<file path="src/logic/clk_mgr_pkg.sv">
// Package for the clock manager: register map, field layout, reset values,
// counts and the packed state carried by the register block.
// Assumes a classic Wishbone slave with 32-bit data and byte addresses.
//
// Summary of operation
// - System clock status shows processor clock at bit 0, output clocks at 8-10.
// - Bit 7 of system clock status shows the USB port clock running.
// - Writing 1 to an output clock bit of the disable register stops it.
// - Each output clock status bit reads 1 while enabled, 0 while disabled.
// - Writing 1 to peripheral enable bit x (2..13 by default) switches that clock on.
// - Writing 1 to peripheral disable bit x switches that clock off.
// - Peripheral status bit x reads 1 when that clock is on.
// - Writes to unimplemented peripheral bits change nothing at all.
// - With oscillator enabled and bypass clear, stable flag sets only after the start-up time.
// - Setting bypass sets the oscillator stable flag at once.
// - With enable and bypass both clear, the stable flag is cleared.
// - Start-up field bits 15..8 give the wait as value times 8 slow cycles.
// - Frequency field holds main clock cycles counted over 16 slow periods.
// - Frequency valid bit 16 reads 1 only when a measurement is available.
// - Divider field: 0 gives no output, 1 bypasses, 2..255 divide.
// - After a PLL write, lock sets after the lock count of slow cycles.
// - Multiplier 0 stops the PLL; otherwise output is input times field plus one.
// - USB divider bits 29..28: pass, divide by 2, divide by 4, reserved.
// - Status register shows oscillator stable at bit 0 and lock at bit 2.

package clk_mgr_pkg;

  // Byte offsets of the register map
  localparam logic [7:0] OFF_SYS_ENABLE = 8'h00;
  localparam logic [7:0] OFF_SYS_DISABLE = 8'h04;
  localparam logic [7:0] OFF_SYS_STATUS = 8'h08;
  localparam logic [7:0] OFF_PER_ENABLE = 8'h10;
  localparam logic [7:0] OFF_PER_DISABLE = 8'h14;
  localparam logic [7:0] OFF_PER_STATUS = 8'h18;
  localparam logic [7:0] OFF_OSC_CTRL = 8'h20;
  localparam logic [7:0] OFF_MAIN_FREQ = 8'h24;
  localparam logic [7:0] OFF_PLL_CFG = 8'h2C;
  localparam logic [7:0] OFF_MGR_STATUS = 8'h68;

  // Field positions
  localparam int CPU_BIT = 0;
  localparam int USB_BIT = 7;
  localparam int PCK_LSB = 8;
  localparam int NUM_PCK = 3;
  localparam int OSC_EN_BIT = 0;
  localparam int OSC_SKIP_BIT = 1;
  localparam int OSC_CNT_LSB = 8;
  localparam int FREQ_VALID_BIT = 16;
  localparam int DIV_LSB = 0;
  localparam int LOCK_CNT_LSB = 8;
  localparam int RANGE_LSB = 14;
  localparam int FACTOR_LSB = 16;
  localparam int USB_DIV_LSB = 28;
  localparam int ST_OSC_BIT = 0;
  localparam int ST_LOCK_BIT = 2;
  localparam int ST_MCK_BIT = 3;

  // Reset values and counts
  localparam logic [31:0] PLL_CFG_RESET = 32'h0000_3F00;
  localparam logic [31:0] PERIPH_IMPL_DEFAULT = 32'h0000_3FFC;
  localparam int OSC_CNT_MULT_LOG2 = 3;
  localparam logic [4:0] MEAS_PERIODS = 5'h10;

  typedef enum logic [1:0] {
    OSC_OFF = 2'b00,
    OSC_WAIT = 2'b01,
    OSC_STABLE = 2'b10
  } osc_mode_t;

  // Whole state of the clock manager
  typedef struct packed {
    logic ack;
    logic [31:0] rdata;
    logic cpu_on;
    logic usb_on;
    logic [2:0] pck_on;
    logic [31:0] periph;
    logic osc_en;
    logic osc_skip;
    logic [7:0] osc_cnt;
    osc_mode_t osc_mode;
    logic [10:0] osc_left;
    logic osc_stable;
    logic slow_q;
    logic main_q;
    logic [4:0] meas_ticks;
    logic [15:0] meas_cnt;
    logic [15:0] freq;
    logic freq_valid;
    logic [31:0] pll_cfg;
    logic [5:0] lock_left;
    logic lock;
    logic pll_running;
    logic usb_clk_running;
  } state_t;

endpackage

</file>
<file path="src/logic/clock_manager.sv">
// Clock manager register block: system and peripheral clock gates,
// main oscillator start-up, main clock measurement and PLL lock timing.
// Assumes slow_clk_i and main_clk_i are synchronous levels sampled by
// sys_clk_i; main clock measurement needs main_clk_i below half of sys_clk_i.
`timescale 1ns/1ps

module clock_manager #(
  parameter logic [31:0] PERIPH_IMPL = clk_mgr_pkg::PERIPH_IMPL_DEFAULT
) (
  input wire logic sys_clk_i,
  input wire logic rst_i,
  input wire logic cyc_i,
  input wire logic stb_i,
  input wire logic we_i,
  input wire logic [7:0] adr_i,
  input wire logic [3:0] sel_i,
  input wire logic [31:0] dat_i,
  output logic [31:0] dat_o,
  output logic ack_o,
  input wire logic slow_clk_i,
  input wire logic main_clk_i,
  output logic cpu_clock_on_o,
  output logic usb_port_clock_on_o,
  output logic [2:0] prog_clock_out_on_o,
  output logic [31:0] periph_clock_bit_o,
  output logic osc_power_on_o,
  output logic osc_stable_flag_o,
  output logic [7:0] pll_div_o,
  output logic [10:0] pll_factor_o,
  output logic [1:0] usb_clock_scaler_o,
  output logic pll_running_o,
  output logic pll_lock_o,
  output logic usb_48m_clock_o
);

  clk_mgr_pkg::state_t st;
  clk_mgr_pkg::state_t next_st;

  logic req;
  logic wr;
  logic [31:0] wmask;
  logic [31:0] wd;
  logic slow_tick;
  logic main_edge;
  logic [5:0] word;

  // Bus request decode and byte-lane mask
  assign req = cyc_i && stb_i && !st.ack;
  assign wr = req && we_i;
  assign wmask = {{8{sel_i[3]}}, {8{sel_i[2]}}, {8{sel_i[1]}}, {8{sel_i[0]}}};
  assign wd = dat_i & wmask;
  assign word = adr_i[7:2];
  assign slow_tick = slow_clk_i && !st.slow_q;
  assign main_edge = main_clk_i && !st.main_q;

  // Next-state logic
  always_comb
  begin
    next_st = st;
    next_st.ack = req;
    next_st.slow_q = slow_clk_i;
    next_st.main_q = main_clk_i;

    // Oscillator start-up sequence
    case (st.osc_mode)
      clk_mgr_pkg::OSC_OFF:
      begin
        next_st.osc_stable = 1'b0;
      end
      clk_mgr_pkg::OSC_WAIT:
      begin
        if (st.osc_left == 11'h000)
        begin
          next_st.osc_mode = clk_mgr_pkg::OSC_STABLE;
          next_st.osc_stable = 1'b1;
        end
        else if (slow_tick)
        begin
          next_st.osc_left = st.osc_left - 11'h001;
        end
      end
      clk_mgr_pkg::OSC_STABLE:
      begin
        next_st.osc_stable = 1'b1;
      end
      default:
      begin
        next_st.osc_mode = clk_mgr_pkg::OSC_OFF;
        next_st.osc_stable = 1'b0;
      end
    endcase

    // Main clock measurement over a fixed number of slow periods
    if (st.osc_stable)
    begin
      if (main_edge && st.meas_ticks != 5'h00)
      begin
        next_st.meas_cnt = st.meas_cnt + 16'h0001;
      end
      if (slow_tick)
      begin
        if (st.meas_ticks == clk_mgr_pkg::MEAS_PERIODS)
        begin
          next_st.freq = st.meas_cnt;
          next_st.freq_valid = 1'b1;
          next_st.meas_ticks = 5'h01;
          next_st.meas_cnt = 16'h0000;
        end
        else
        begin
          next_st.meas_ticks = st.meas_ticks + 5'h01;
        end
      end
    end
    else
    begin
      next_st.meas_ticks = 5'h00;
      next_st.meas_cnt = 16'h0000;
    end

    // PLL lock wait on the slow clock
    if (!st.lock)
    begin
      if (st.lock_left == 6'h00)
      begin
        next_st.lock = 1'b1;
      end
      else if (slow_tick)
      begin
        next_st.lock_left = st.lock_left - 6'h01;
      end
    end

    // Derived PLL and USB clock state
    next_st.pll_running = (st.pll_cfg[clk_mgr_pkg::FACTOR_LSB +: 11] != 11'h000)
      && (st.pll_cfg[clk_mgr_pkg::DIV_LSB +: 8] != 8'h00);
    next_st.usb_clk_running = st.usb_on && st.pll_running && st.lock
      && (st.pll_cfg[clk_mgr_pkg::USB_DIV_LSB +: 2] != 2'b11);

    // Register writes
    if (wr)
    begin
      case (word)
        clk_mgr_pkg::OFF_SYS_ENABLE[7:2]:
        begin
          next_st.cpu_on = st.cpu_on | wd[clk_mgr_pkg::CPU_BIT];
          next_st.usb_on = st.usb_on | wd[clk_mgr_pkg::USB_BIT];
          next_st.pck_on = st.pck_on | wd[clk_mgr_pkg::PCK_LSB +: 3];
        end
        clk_mgr_pkg::OFF_SYS_DISABLE[7:2]:
        begin
          next_st.cpu_on = st.cpu_on & ~wd[clk_mgr_pkg::CPU_BIT];
          next_st.usb_on = st.usb_on & ~wd[clk_mgr_pkg::USB_BIT];
          next_st.pck_on = st.pck_on & ~wd[clk_mgr_pkg::PCK_LSB +: 3];
        end
        clk_mgr_pkg::OFF_PER_ENABLE[7:2]:
        begin
          next_st.periph = st.periph | (wd & PERIPH_IMPL);
        end
        clk_mgr_pkg::OFF_PER_DISABLE[7:2]:
        begin
          next_st.periph = st.periph & ~(wd & PERIPH_IMPL);
        end
        clk_mgr_pkg::OFF_OSC_CTRL[7:2]:
        begin
          if (sel_i[0])
          begin
            next_st.osc_en = dat_i[clk_mgr_pkg::OSC_EN_BIT];
            next_st.osc_skip = dat_i[clk_mgr_pkg::OSC_SKIP_BIT];
          end
          if (sel_i[1])
          begin
            next_st.osc_cnt = dat_i[clk_mgr_pkg::OSC_CNT_LSB +: 8];
          end
          if (next_st.osc_skip)
          begin
            next_st.osc_mode = clk_mgr_pkg::OSC_STABLE;
            next_st.osc_stable = 1'b1;
          end
          else if (next_st.osc_en)
          begin
            if (st.osc_skip || !st.osc_en)
            begin
              next_st.osc_mode = clk_mgr_pkg::OSC_WAIT;
              next_st.osc_stable = 1'b0;
              next_st.freq_valid = 1'b0;
              next_st.osc_left = {next_st.osc_cnt, 3'b000};
            end
          end
          else
          begin
            next_st.osc_mode = clk_mgr_pkg::OSC_OFF;
            next_st.osc_stable = 1'b0;
            next_st.freq_valid = 1'b0;
            next_st.freq = 16'h0000;
            next_st.meas_ticks = 5'h00;
            next_st.meas_cnt = 16'h0000;
          end
        end
        clk_mgr_pkg::OFF_PLL_CFG[7:2]:
        begin
          next_st.pll_cfg = (st.pll_cfg & ~wmask) | wd;
          next_st.lock = 1'b0;
          next_st.lock_left = next_st.pll_cfg[clk_mgr_pkg::LOCK_CNT_LSB +: 6];
        end
        default:
        begin
          next_st.rdata = st.rdata;
        end
      endcase
    end

    // Read data, sampled in the cycle the request is taken
    next_st.rdata = 32'h0000_0000;
    if (req && !we_i)
    begin
      case (word)
        clk_mgr_pkg::OFF_SYS_STATUS[7:2]:
        begin
          next_st.rdata[clk_mgr_pkg::CPU_BIT] = st.cpu_on;
          next_st.rdata[clk_mgr_pkg::USB_BIT] = st.usb_clk_running;
          next_st.rdata[clk_mgr_pkg::PCK_LSB +: 3] = st.pck_on;
        end
        clk_mgr_pkg::OFF_PER_STATUS[7:2]:
        begin
          next_st.rdata = st.periph;
        end
        clk_mgr_pkg::OFF_OSC_CTRL[7:2]:
        begin
          next_st.rdata[clk_mgr_pkg::OSC_EN_BIT] = st.osc_en;
          next_st.rdata[clk_mgr_pkg::OSC_SKIP_BIT] = st.osc_skip;
          next_st.rdata[clk_mgr_pkg::OSC_CNT_LSB +: 8] = st.osc_cnt;
        end
        clk_mgr_pkg::OFF_MAIN_FREQ[7:2]:
        begin
          next_st.rdata[15:0] = st.freq;
          next_st.rdata[clk_mgr_pkg::FREQ_VALID_BIT] = st.freq_valid;
        end
        clk_mgr_pkg::OFF_PLL_CFG[7:2]:
        begin
          next_st.rdata = st.pll_cfg;
        end
        clk_mgr_pkg::OFF_MGR_STATUS[7:2]:
        begin
          next_st.rdata[clk_mgr_pkg::ST_OSC_BIT] = st.osc_stable;
          next_st.rdata[clk_mgr_pkg::ST_LOCK_BIT] = st.lock;
          next_st.rdata[clk_mgr_pkg::ST_MCK_BIT] = 1'b1;
        end
        default:
        begin
          next_st.rdata = 32'h0000_0000;
        end
      endcase
    end
  end

  // State register
  always_ff @(posedge sys_clk_i or posedge rst_i)
  begin
    if (rst_i)
    begin
      st <= '0;
      st.cpu_on <= 1'b1;
      st.pll_cfg <= clk_mgr_pkg::PLL_CFG_RESET;
      st.lock_left <= clk_mgr_pkg::PLL_CFG_RESET[clk_mgr_pkg::LOCK_CNT_LSB +: 6];
    end
    else
    begin
      st <= next_st;
    end
  end

  // Outputs straight from the state register
  assign dat_o = st.rdata;
  assign ack_o = st.ack;
  assign cpu_clock_on_o = st.cpu_on;
  assign usb_port_clock_on_o = st.usb_on;
  assign prog_clock_out_on_o = st.pck_on;
  assign periph_clock_bit_o = st.periph;
  assign osc_power_on_o = st.osc_en;
  assign osc_stable_flag_o = st.osc_stable;
  assign pll_div_o = st.pll_cfg[clk_mgr_pkg::DIV_LSB +: 8];
  assign pll_factor_o = st.pll_cfg[clk_mgr_pkg::FACTOR_LSB +: 11];
  assign usb_clock_scaler_o = st.pll_cfg[clk_mgr_pkg::USB_DIV_LSB +: 2];
  assign pll_running_o = st.pll_running;
  assign pll_lock_o = st.lock;
  assign usb_48m_clock_o = st.usb_clk_running;

  logic wr_q;
  logic [5:0] word_q;
  logic [31:0] wd_q;
  always_ff @(posedge sys_clk_i or posedge rst_i)
  begin
    if (rst_i)
    begin
      wr_q <= 1'b0;
      word_q <= 6'h00;
      wd_q <= 32'h0000_0000;
    end
    else
    begin
      wr_q <= wr;
      word_q <= word;
      wd_q <= wd;
    end
  end
endmodule

</file>
<file path="config.mk">
export PLATFORM = sky130hd
export DESIGN_NAME = clock_manager
export DESIGN_NICKNAME = d
export VERILOG_FILES = /design/src/logic/clk_mgr_pkg.sv /design/src/logic/clock_manager.sv
export SDC_FILE = /design/constraint.sdc
export NUM_CORES = 1
export LEC_CHECK = 0
export BUFFER_PORTS_ARGS = -buffer_cell sky130_fd_sc_hd__buf_2
export CAP_MARGIN = 5
export CORE_ASPECT_RATIO = 1.5
export CORE_UTILIZATION = 45
export DETAILED_ROUTE_END_ITERATION = 8
export PLACE_DENSITY = 0.67
export SLEW_MARGIN = 5
export SYNTH_ARGS = -nofsm -noshare
export SYNTH_HDL_FRONTEND = slang
export SYNTH_SLANG_ARGS = --single-unit
</file>
<file path="constraint.sdc">
create_clock -name sys_clk_i -period 12.3 [get_ports sys_clk_i]
set_input_delay 1.23 -clock sys_clk_i [delete_from_list [all_inputs] [get_ports sys_clk_i]]
set_output_delay 1.23 -clock sys_clk_i [all_outputs]
set_load 0.01 [all_outputs]
</file>
==> flow_metrics.env <==
export IMPL_path_max_fanout=19
export IMPL_fin_crit_ns=3.11
export IMPL_wl_per_cell_microns=17.9
export IMPL_muxShareOfSynthArea=0.0894
export IMPL_synth_compound_area_frac=0.121
export IMPL_min_path_type="reg2reg"
export IMPL_r2r_start="st[82]"
export IMPL_fin_ws_ns=9.19
export IMPL_yosysMostFrequentCell="dfrtp_1"
export IMPL_io_pins=147
export IMPL_place_gp_congestion=0.841
export IMPL_critPathCaptureType="flop"
export IMPL_synth_top_family_by_area="simple AND/OR/NAND/NOR gates"
export IMPL_syn_to_final_growth_pct=10.3
export IMPL_drt_vias_per_instance=5.55
export IMPL_synth_seq_cells=155
export IMPL_diodes=0
export IMPL_start_kind="input port"
export IMPL_critPathTopFamily="simple AND/OR/NAND/NOR gates"
export IMPL_finalClockSkew_ns=0.00849
export IMPL_root_buffer="clkbuf_16"
export IMPL_routed_wl_mm=19.0
export IMPL_grt_pass1_vias=5737
export IMPL_fp_dieH_microns=166
export IMPL_peakVddDrop_uv=88.4
export IMPL_cts_sinks=155
export IMPL_drtIter0Drc=400
export IMPL_antenna_found_initial=2
export IMPL_grt_usage=0.212
export IMPL_nets=897
export IMPL_setup_tns_final_ns=0
export IMPL_tightest_slew_ns=1.02
export IMPL_die_area_sq_mm=0.0184
export IMPL_cts_repair_resized=0
export IMPL_crit_start="adr_i[4]"
export IMPL_required_ns=12.59
export IMPL_numCtsBuffers=17
export IMPL_relSlewSlack=0.314
export IMPL_drive_gt1_frac=0.278
export IMPL_violations="DRC"
export IMPL_synth_fa_ha_area_frac=0.0156
export IMPL_std_cell_rows=59
export IMPL_postCtsSetupBuffers=0
export IMPL_yosysTopAreaCellShare=0.442
export IMPL_placed_cell_area_sq_mm=0.00825
export IMPL_clock_latency_ns=0.42
export IMPL_cpPeakStageDelay_ns=0.57
export IMPL_critPathSlowestCell="or4_4"
export IMPL_ys_seq_area_frac=0.485
export IMPL_p_per_area_mw_per_mm2=133
export IMPL_yosys_warnings=0
export IMPL_finalSetupViolations=0
export IMPL_finalCritPeriodShare=0.253
export IMPL_initial_core_util=0.461
export IMPL_ant_nets=0
export IMPL_cts_tree="built"
export IMPL_die_w_microns=111
export IMPL_fill_cells=1579
export IMPL_synth_edff_count=0
export IMPL_critPathBufInv=1
export IMPL_fin_area_sq_mm=0.00887
export IMPL_rsz0062_at_grt="no"
export IMPL_cp_arrival_ns=3.40
export IMPL_synth_xor_xnor_area_share=0.0174
export IMPL_core_area_sq_mm=0.0174
export IMPL_vias=5896
export IMPL_path_cells="buf_2, or4b_4, or4_4, or2_1, mux2_4"
export IMPL_dpl_hpwl_mm=13.9
export IMPL_firstDrtPassIters=7
export IMPL_clk_pin_slew_ns=0.06
export IMPL_route_detailed_drc=49
export IMPL_synth_top_flop_cell="dfrtp_1"
export IMPL_status="complete, but fails checks"
export IMPL_leakage_nw=4.21
export IMPL_synth_distinct_cells=65
export IMPL_cts_buffer_depth=2
export IMPL_grt_start_max_net_pins=96
export IMPL_syn_instance_count=787
export IMPL_synthesis_area_sq_mm=0.00804
export IMPL_finalMaxSlewViolations=0
export IMPL_synth_area_leaders="dfrtp_1 (44%), buf_4 (8.3%), mux2_2 (5.3%), dfstp_2 (4.2%), nand2_1 (3.4%)"
export IMPL_synth_simple_gate_area_frac=0.160
export IMPL_htreeDepth=4
export IMPL_async_flop_share=1.00
export IMPL_fmax_ghz=0.322
export IMPL_place_ws_ns=8.74
export IMPL_hold_violations=0
export IMPL_path_class="in2reg"
export IMPL_grt_first_pass_wirelength_mm=30.6
export IMPL_yosysTopAreaCell="dfrtp_1"
export IMPL_synth_avg_cell_area_sq_um=10.2
export IMPL_io_buffers=124
export IMPL_max_cap_viol_count=0
export IMPL_yosys_top_cells_count="dfrtp_1 (142), buf_4 (89), nand2_1 (73)"
export IMPL_grt_overflow_total=0
export IMPL_hold_buffers=0
==> report_power, final <==
group	internal, mW	leakage (nW)	total [mW]	switching (mW)
combinational	0.0342	1.82	0.0932	0.0589
clock	0.323	0.289	0.542	0.218
sequential	0.527	2.10	0.540	0.0135
total	0.884	4.21	1.17	0.291
==> kinds of logic after synthesis <==
logic type      Yosys count
simple gates            243
flops                   155
compound gates          154
buf+inv                 145
mux                      63
xor+xnor                 16
fa+ha+maj                10
other cells               1
==> final timing paths <==
check | slack [ns] | end | cells after the start
min in group asynchronous | 1.00 | async pin | 2
worst max register to register | 9.78 | st[85] | 6
worst max-delay path | 9.19 | st[101] | 5
worst min register to register | 0.48 | dat_o[30] | 1
worst min-delay path | 0.48 | dat_o[30] | 1
max in group asynchronous | 9.99 | st[49] | 3
==> final cells by class <==
type | count | area (sq um) | area share
Inverter | 27 | 106 | 0.0120
Multi-Input combinational cell | 506 | 3330 | 0.375
Clock inverter | 15 | 189 | 0.0213
Tap cell | 213 | 267 | 0.0301
Timing Repair Buffer | 129 | 658 | 0.0742
Sequential cell | 155 | 3890 | 0.439
Clock buffer | 17 | 425 | 0.0480
==> cell usage in the layout, fill, tap and decap left out, drive strengths merged, types with 4 or more instances in the layout <==
| master | count |
|---|---|
| nor2 | 47 |
| nand3 | 14 |
| nand4 | 7 |
| or3 | 6 |
| dfrtp | 142 |
| a211oi | 6 |
| nand2b | 6 |
| nor2b | 4 |
| clkinvlp | 4 |
| nor3b | 5 |
| nor4 | 9 |
| conb | 20 |
| o22ai | 5 |
| mux2i | 17 |
| a21oi | 52 |
| nand3b | 4 |
| a41oi | 11 |
| and3 | 6 |
| buf | 129 |
| xor2 | 8 |
| nor4b | 8 |
| a22oi | 8 |
| or4 | 8 |
| dfstp | 13 |
| a31oi | 12 |
| nor3 | 14 |
| a21boi | 5 |
| or2 | 5 |
| clkbuf | 17 |
| o21ai | 28 |
| ha | 10 |
| and2 | 17 |
| mux2 | 46 |
| xnor2 | 8 |
| nand2 | 73 |
| inv | 32 |
| o31ai | 10 |
==> worst reg2reg max path: cells and delay by family (launching register included) <==
family / cells / cell delay (ns)
adders and majority gates: 1 / 0.29
buffers and inverters: 1 / 0.09
and+or+nand+nor: 1 / 0.63
AOI/OAI and AO/OA: 3 / 1.03
DFF: 1 / 0.41
==> through the flow <==
step	hold WS (ns)	power (mW)	cells	utilization
final	0.475	1.17	1062	0.509
after global routing	0.507	1.22	1062	0.509
after CTS	0.476	1.19	1062	0.509
after detailed placement	0.463	0.643	1030	0.474
after global placement	0.452	0.640	1030	0.474
after floorplan	0.447	0.615	806	-
==> metal layers <==
metal / track usage / part of all wire
met5: 0 / 0.0012
met1: 0.248 / 0.39
met2: 0.383 / 0.53
met3: 0.0498 / 0.058
met4: 0.0687 / 0.020
No activity file was read; power rests on OpenSTA's default activity.
